--- src/pbd_pkg.sv ---
/*
 * Constants and bundled types for the program board address decode.
 * Assumes a single 40 MHz clock and a CPU bus that is synchronous to it.
 */
`default_nettype none
package pbd_pkg;
	localparam logic [15:0] SWITCH_BYTE_ADDR  = 16'h5000;
	localparam logic [15:0] PORT_XFER_ADDR    = 16'h4100;
	localparam logic [15:0] LATCH_A_ADDR      = 16'h4000;
	localparam logic [15:0] LATCH_B_ADDR      = 16'h4001;
	localparam logic [15:0] SERIAL_LOW_ADDR   = 16'ha008;
	localparam logic [15:0] SERIAL_HIGH_ADDR  = 16'ha009;
	localparam logic [5:0]  BANK_E_PAGE       = 6'h38;
	localparam logic [5:0]  BANK_D_PAGE       = 6'h34;
	localparam logic [4:0]  MASK_E_PAGE       = 5'h1c;
	localparam logic [8:0]  RAM_SIZE          = 9'h180;
	localparam logic [3:0]  DIGIT_BANK_8      = 4'h0;
	localparam logic [3:0]  DIGIT_BANK_B      = 4'h6;
	localparam logic [3:0]  DIGIT_BANK_C      = 4'h8;
	localparam logic [3:0]  DIGIT_RAM         = 4'h0;
	localparam int          RATE_COUNT        = 8;
	localparam int          BASE_DIV          = 16;
	localparam logic [11:0] RATE_DIV_0        = 12'h010;

	typedef struct packed {
		logic [3:0] promBank;
		logic [1:0] maskRom;
		logic       ram;
		logic       switchByte;
		logic       portXfer;
		logic       latchA;
		logic       latchB;
		logic       serial;
	} pbd_sel_t;

	typedef struct packed {
		logic [3:0] highNib;
		logic [3:0] lowNib;
	} pbd_nib_pair_t;

	typedef struct packed {
		logic [7:0] latchB;
		logic [7:0] latchA;
	} pbd_port_word_t;

	typedef struct packed {
		logic [1:0] parity;
		logic       twoStop;
		logic       speed;
	} pbd_format_t;
endpackage : pbd_pkg
`default_nettype wire

--- src/pbd_board_decode.sv ---
/*
 * Address decode, bus glue, scratch RAM, output ports and bit-rate
 * selection of the program option board. Assumes the CPU holds address,
 * direction and data stable for the whole cycle marked by busValid.
 */
`default_nettype none
module pbd_board_decode
	import pbd_pkg::*;
(
	input  wire logic          clock,
	input  wire logic          rst_n,
	input  wire logic [15:0]   addr,
	input  wire logic [7:0]    dataIn,
	input  wire logic          rw,
	input  wire logic          busValid,
	input  wire logic          maskFit,
	input  wire logic          bank4Low,
	input  wire logic [1:0]    configRoute,
	input  wire logic          altIfaceInUse,
	input  wire pbd_format_t   configFormat,
	input  wire logic          ifaceEnableSwitch,
	input  wire logic [2:0]    bitRateSelector,
	input  wire logic [7:0]    inputConnector,
	input  wire pbd_nib_pair_t promData,
	input  wire logic [7:0]    maskData,
	input  wire logic [7:0]    serialData,
	input  wire logic          portReady,
	output pbd_sel_t           sel,
	output logic [3:0]         promPowerEn,
	output logic               byteDriverEn,
	output logic               readEnable,
	output logic [7:0]         dataOut,
	output logic               serialSel,
	output logic [1:0]         serialRegSel,
	output pbd_format_t        serialFormat,
	output logic               bitRateTick,
	output logic               portValid,
	output pbd_port_word_t     portData,
	output logic               busWait
);
	logic [9:0]     regionDecoder;
	logic           digitValid;
	logic           bankE, bankD, bankC, bankB, bank8;
	logic           ramHit, boardHit, readInhibit, ifaceOn;
	logic [8:0]     ramIndex;
	logic [7:0]     ramQ, readMux;
	logic [7:0]     scratch [384];
	logic           readEnable_reg;
	logic [7:0]     dataOut_reg;
	logic [7:0]     latchA_reg, latchB_reg;
	pbd_format_t    serialFormat_reg;
	pbd_port_word_t slot_reg [2];
	logic [1:0]     count_reg;
	logic           head_reg;
	logic           pushWord, popWord;
	logic [RATE_COUNT-1:0] rateTicks;

	// Decimal decoder ignores codes ten to fifteen, like the part it replaces
	assign digitValid = addr[14:11] < 4'ha;
	genvar d;
	generate
		for (d = 0; d < 10; d++)
		begin : g_digit
			assign regionDecoder[d] = digitValid && addr[14:11] == 4'(d);
		end
	endgenerate

	assign bank8  = addr[15] && regionDecoder[DIGIT_BANK_8] && !addr[10];
	assign bankB  = addr[15] && regionDecoder[DIGIT_BANK_B] && !addr[10];
	assign bankC  = addr[15] && regionDecoder[DIGIT_BANK_C] && !addr[10];
	assign bankD  = addr[15:10] == BANK_D_PAGE;
	assign bankE  = addr[15:10] == BANK_E_PAGE;
	assign ramIndex = addr[8:0];
	assign ramHit = !addr[15] && regionDecoder[DIGIT_RAM]
		&& addr[10:9] == 2'b00 && ramIndex < RAM_SIZE;
	assign ifaceOn = ifaceEnableSwitch;

	// Each select is an exact, disjoint region, so only one can be active
	always_comb
	begin
		sel = '0;
		if (busValid)
		begin
			sel.promBank[0] = !maskFit && bankE;
			sel.promBank[1] = !maskFit && bankD;
			sel.promBank[2] = !maskFit && bankC;
			sel.promBank[3] = !maskFit && (bank4Low ? bank8 : bankB);
			sel.maskRom[0] = maskFit && addr[15:11] == MASK_E_PAGE;
			sel.maskRom[1] = maskFit && (bankD || bank8);
			sel.ram        = ramHit;
			sel.switchByte = addr == SWITCH_BYTE_ADDR;
			sel.portXfer   = addr == PORT_XFER_ADDR;
			sel.latchA     = addr == LATCH_A_ADDR;
			sel.latchB     = addr == LATCH_B_ADDR;
			sel.serial     = ifaceOn && (addr == SERIAL_LOW_ADDR
				|| addr == SERIAL_HIGH_ADDR);
		end
	end

	// Bank power follows the select, not a register, so it never lags
	assign promPowerEn  = sel.promBank;
	assign serialSel    = sel.serial;
	assign serialRegSel = {addr[3], addr[0]} & {2{sel.serial}};
	assign byteDriverEn = sel.ram && !rw;

	assign readInhibit = configRoute != 2'b00 && altIfaceInUse;
	assign boardHit = |sel.promBank || |sel.maskRom || sel.ram
		|| sel.switchByte || sel.serial;
	assign ramQ = ramHit ? scratch[ramIndex] : 8'h00;

	always_comb
	begin
		readMux = 8'h00;
		if (|sel.promBank)
			readMux = {promData.highNib, promData.lowNib};
		else if (|sel.maskRom)
			readMux = maskData;
		else if (sel.ram)
			readMux = ramQ;
		else if (sel.switchByte)
			readMux = inputConnector;
		else if (sel.serial)
			readMux = serialData;
	end

	always_ff @(posedge clock or negedge rst_n)
	begin
		if (!rst_n)
			readEnable_reg <= 1'b0;
		else
			readEnable_reg <= rw && boardHit && !readInhibit;
	end

	always_ff @(posedge clock or negedge rst_n)
	begin
		if (!rst_n)
			dataOut_reg <= 8'h00;
		else if (rw && boardHit)
			dataOut_reg <= readMux;
	end

	assign readEnable = readEnable_reg;
	assign dataOut    = dataOut_reg;

	// Scratch RAM has no reset: contents are undefined at power up
	always_ff @(posedge clock)
	begin
		if (byteDriverEn)
			scratch[ramIndex] <= dataIn;
	end

	always_ff @(posedge clock or negedge rst_n)
	begin
		if (!rst_n)
		begin
			latchA_reg <= 8'h00;
			latchB_reg <= 8'h00;
		end
		else if (!rw && sel.latchA)
			latchA_reg <= dataIn;
		else if (!rw && sel.latchB)
			latchB_reg <= dataIn;
	end

	// Two-entry buffer; a full buffer holds the CPU through busWait
	assign pushWord = !rw && sel.portXfer && count_reg != 2'd2;
	assign popWord  = portValid && portReady;
	assign busWait  = sel.portXfer && !rw && count_reg == 2'd2;
	assign portValid = count_reg != 2'd0;
	assign portData  = slot_reg[head_reg];

	always_ff @(posedge clock or negedge rst_n)
	begin
		if (!rst_n)
		begin
			count_reg <= 2'd0;
			head_reg  <= 1'b0;
			slot_reg[0] <= '0;
			slot_reg[1] <= '0;
		end
		else
		begin
			if (pushWord)
				slot_reg[head_reg ^ count_reg[0]] <= {latchB_reg, latchA_reg};
			if (popWord)
				head_reg <= !head_reg;
			count_reg <= count_reg + 2'(pushWord) - 2'(popWord);
		end
	end

	always_ff @(posedge clock or negedge rst_n)
	begin
		if (!rst_n)
			serialFormat_reg <= '0;
		else if (ifaceOn)
			serialFormat_reg <= configFormat;
	end
	assign serialFormat = serialFormat_reg;

	// Each rate halves the one before; a separate counter per rate
	genvar r;
	generate
		for (r = 0; r < RATE_COUNT; r++)
		begin : g_rate
			logic [18:0] div_reg;
			localparam logic [18:0] LIMIT = 19'(BASE_DIV << r) - 19'd1;
			always_ff @(posedge clock or negedge rst_n)
			begin
				if (!rst_n)
					div_reg <= '0;
				else if (div_reg == LIMIT)
					div_reg <= '0;
				else
					div_reg <= div_reg + 19'd1;
			end
			assign rateTicks[r] = div_reg == LIMIT;
		end
	endgenerate

	assign bitRateTick = ifaceOn && rateTicks[bitRateSelector];

	onehot_sel_a: assert property (@(posedge clock) disable iff (!rst_n)
		$onehot0(sel)) else $error("two selects active");
	read_gate_a: assert property (@(posedge clock) disable iff (!rst_n)
		readEnable |-> $past(rw && boardHit && !readInhibit))
		else $error("read buffer on without decoded read");
	alt_inhibit_a: assert property (@(posedge clock) disable iff (!rst_n)
		readInhibit |=> !readEnable)
		else $error("read buffer drove during alternate use");
	serial_addr_a: assert property (@(posedge clock) disable iff (!rst_n)
		serialSel |-> ifaceEnableSwitch && addr[15:1] == 15'h5004)
		else $error("serial select at wrong address");
	power_sel_a: assert property (@(posedge clock) disable iff (!rst_n)
		promPowerEn == sel.promBank && $countones(promPowerEn) <= 1)
		else $error("bank power not following select");
	driver_dir_a: assert property (@(posedge clock) disable iff (!rst_n)
		byteDriverEn |-> !rw && addr < 16'h0180)
		else $error("byte drivers on outside RAM write");
	ram_echo_a: assert property (@(posedge clock) disable iff (!rst_n)
		busValid && ramHit && !rw ##1 !busValid ##1 busValid && rw
		&& ramHit && addr == $past(addr, 2)
		|=> dataOut == $past(dataIn, 3))
		else $error("RAM read does not return written byte");
	switch_byte_a: assert property (@(posedge clock) disable iff (!rst_n)
		sel.switchByte && rw |=> dataOut == $past(inputConnector))
		else $error("switch byte not gated");
	port_xfer_a: assert property (@(posedge clock) disable iff (!rst_n)
		pushWord && count_reg == 2'd0 |=> portValid
		&& portData == $past({latchB_reg, latchA_reg}))
		else $error("output latches not transferred");
	rate_sel_a: assert property (@(posedge clock) disable iff (!rst_n)
		!ifaceEnableSwitch |-> !bitRateTick)
		else $error("bit rate while interface off");

	ram_write_c: cover property (@(posedge clock) byteDriverEn);
	prom_read_c: cover property (@(posedge clock) readEnable ##2 readEnable);
	port_full_c: cover property (@(posedge clock) busWait);
	serial_reg_c: cover property (@(posedge clock) serialRegSel == 2'b11);
endmodule : pbd_board_decode
`default_nettype wire

--- config.mk ---
export PLATFORM = sky130hd
export DESIGN_NAME = pbd_board_decode
export DESIGN_NICKNAME = d
export VERILOG_FILES = /design/src/pbd_pkg.sv /design/src/pbd_board_decode.sv
export SDC_FILE = /design/constraint.sdc
export NUM_CORES = 2
export LEC_CHECK = 0
export BUFFER_PORTS_ARGS = -buffer_cell sky130_fd_sc_hd__buf_2
export CORE_MARGIN = 4
export CORE_UTILIZATION = 30
export CTS_BUF_LIST = sky130_fd_sc_hd__clkbuf_8
export CTS_CLUSTER_SIZE = 10
export DETAILED_ROUTE_END_ITERATION = 6
export GPL_ROUTABILITY_DRIVEN = 0
export HOLD_SLACK_MARGIN = 0.12
export PLACE_DENSITY = 0.42
export SYNTH_ARGS = -nofsm -noshare
export SYNTH_HDL_FRONTEND = slang
export SYNTH_SLANG_ARGS = --single-unit
--- constraint.sdc ---
create_clock -name clock -period 2.3 [get_ports clock]
set_clock_uncertainty 0.1 [all_clocks]
set_input_delay 0.115 -clock clock [delete_from_list [all_inputs] [get_ports clock]]
set_output_delay 0.115 -clock clock [all_outputs]
set_load 0.05 [all_outputs]
==> results.json <==
{
  "status": "finished, violations left",
  "violations": "setup timing",
  "num_rows": 240,
  "synth_edf_count": 3072,
  "min_path_cells": 9,
  "design.portCount": 126,
  "firstDrtPassIters": 6,
  "drc": 0,
  "final_cell_mix": "edfxtp_1 (3,072), buf_4 (1,134), mux4_2 (781)",
  "path_clk_slew_ns": 0.06,
  "power_per_cell_area_nw_per_um2": 742,
  "tightest_slew_ns": 1.14,
  "portBuffers": 125,
  "fp.dieArea_um2": 440000,
  "critPathBufInv": 1,
  "totalWireLength_um": 440000,
  "critPathKind": "flop to primary output",
  "slew_viol_final": 0,
  "synth_area_per_cell_um2": 20.3,
  "h-tree-depth": 6,
  "reg2regPathDepth": 8,
  "rsz0062_at_grt": "yes",
  "start_kind": "flop",
  "numCtsBuffers": 589,
  "setup_slack_ns": -1.06,
  "p_leak_nw": 57.3,
  "drtIter0Drc": 6285,
  "yosysWarnings": 0,
  "holdWs_ns": 0.169,
  "grt_util_all_layers": 0.196,
  "max_clock_freq_ghz": 0.297,
  "insertion_delay_ns": 1.20,
  "final_core_util": 0.396,
  "hold_class": "input port to flop",
  "netlist_instances": 6354,
  "grt_pass1_wl_um": 610000,
  "finalSetupTns_ns": -125.02,
  "start_util": 0.301,
  "yosysSeqAreaShare": 0.757,
  "cap_violations": 0,
  "syn-num-nets": 6438,
  "cpLargestDelayFamily": "multiplexers",
  "grt_pass1_vias": 76500,
  "relSlewSlack": 0.235,
  "ys_ff_latch": 3288,
  "antenna_found_initial": 21,
  "largest_reg_flops": 3072,
  "hold_viol": 0,
  "period_needed_ns": 3.36,
  "vias": 72000,
  "cpMaxStageDelayCell": "mux4_2",
  "grt_max_degree": 134,
  "nets": 8530,
  "die_w_um": 664,
  "cp_data_arrival_time_ns": 3.15,
  "cts_sinks": 3288,
  "grt_overflow": 0,
  "layout_commonest_cell": "edfxtp_1",
  "cts.path.max_buffers": 4,
  "worstSetupPathDepth": 9,
  "ys_types": 78,
  "path_cells": "ha_1 -> nand2_1 -> nor2_1 -> and3_1 -> and4_1 -> mux4_2 -> mux2i_1 -> nor2b_2 -> buf_6",
  "endpoint_kind": "primary output",
  "critPathRequiredTime_ns": 2.09,
  "synthFlopType": "edfxtp_1",
  "coreArea_um2": 428000,
  "setup_viol": 945,
  "syn_area_um2": 129000,
  "postSynth.asyncResetShare": 0.0657,
  "post_drt_wl_per_cell_um": 30.2,
  "place_hpwl_um": 297000,
  "irDropWorstVdd_uv": 403,
  "drive_gt1_frac": 0.437,
  "die_h_um": 664,
  "final_antenna_net_count": 0,
  "root_buffer": "clkbuf_8",
  "cp_slowest_stage_delay_ns": 0.46,
  "areaGrowthSynthToFinish_pct": 31.3,
  "vias_per_cell": 4.94,
  "worst-path-max-fanout": 3,
  "cts_tree": "yes",
  "timing.final.crit_share": 1.46
}
==> area by class of cell <==
type                       count  area (µm²)
fill                       38800      259000
sequential                  3288       97700
multi-input combinational   2682       33100
timing repair buffer        1873       20500
clock buffer                 609        8380
tap                         5687        7120
clock inverter               421        2380
inverter                      12        53.8
antenna                       12        30.0
==> worst register-to-register path: cells and delay by family, from the launching register on <==
family | cells | cell delay, ns
AO/OA/AOI/OAI | 3 | 0.63
buffers and inverters | 2 | 0.37
flip-flops | 1 | 0.37
multiplexers | 2 | 1.04
AND/OR/NAND/NOR | 1 | 0.35
==> synth_stat cells (19+ instances only) <==
cell type  count  area, µm²
buf_4         45        338
buf_6         32        360
buf_1         32        120
nand3_1      120        601
o22ai_1       25        156
nor4_1        29        181
edfxtp_1    3072      92200
nor2b_1       22        138
nand4_1       54        338
clkbuf_1     174        653
mux2i_1      170       1700
a21oi_1       70        350
xnor2_1       87        762
and3_1        47        294
nor3_1        35        175
mux2_2        80        901
nand2_1      245        920
a221oi_1      19        166
o21ai_0       29        145
a32oi_1       24        210
a22oi_1       91        683
buf_2         87        435
mux4_2       780      17600
nor2_1       501       1880
dfrtp_1      216       5410
xor2_1        49        429
==> timing repair <==
action                                   CTS  global route
gates resized for setup                  224           144
gates cloned                               3             1
hold buffers                             141             9
hold endpoints to repair                5473            49
buffers inserted                          20            23
pin swaps                                 45            38
endpoints found under the setup margin    43          1963
==> per-stage QoR <==
step,cell area [µm²],power [W],std cells,setup WS (ns)
6_report,169000,0.126,14600,-1.06
5_1_grt,169000,0.130,14600,-1.28
4_1_cts,169000,0.127,14600,-1.28
3_5_place_dp,155000,0.0749,13400,-1.82
3_3_place_gp,155000,0.0748,13400,-1.83
2_1_floorplan,132000,0.0700,6354,-0.344
==> per-layer routing <==
layer	GRT usage	vias to the layer above	part of all wire
met5	0	-	0.000091
met4	0.0658	6	0.037
met3	0.0274	658	0.044
met2	0.328	2108	0.49
met1	0.261	38700	0.43
li1	-	30500	-
==> where the power goes <==
part,switching [W],total [W],internal [W]
logic,0.00513,0.00877,0.00363
registers,0.000111,0.0656,0.0655
clock network,0.0249,0.0512,0.0263
total,0.0301,0.126,0.0954
==> final timing paths <==
kind	slack, ns	end	from
hold / removal	0.17	dataOut[0]$_DFFE_PN0P_	addr[6]
min in group asynchronous	0.52	g_rate[7].div_reg[3]$_DFF_PN0_	rst_n
max in group asynchronous	0.92	head_reg$_DFFE_PN0P_	rst_n
setup reg to reg	-0.65	dataOut[7]$_DFFE_PN0P_	scratch[167][7]$_DFFE_PP_
setup / recovery	-1.06	bitRateTick	g_rate[4].div_reg[1]$_DFF_PN0_
hold reg to reg	0.35	g_rate[5].div_reg[0]$_DFF_PN0_	g_rate[5].div_reg[0]$_DFF_PN0_
==> kinds of logic after synthesis <==
family                   count (synthesis)  synth area share
flip-flops                            3288             0.757
AND/OR/NAND/NOR                       1136            0.0399
multiplexers                          1031             0.157
buffers and inverters                  384            0.0154
AO/OA/AOI/OAI                          369            0.0207
XOR/XNOR                               136           0.00924
adder cells (fa/ha/maj)                 10          0.000970
(Power assumes the default switching activity.)
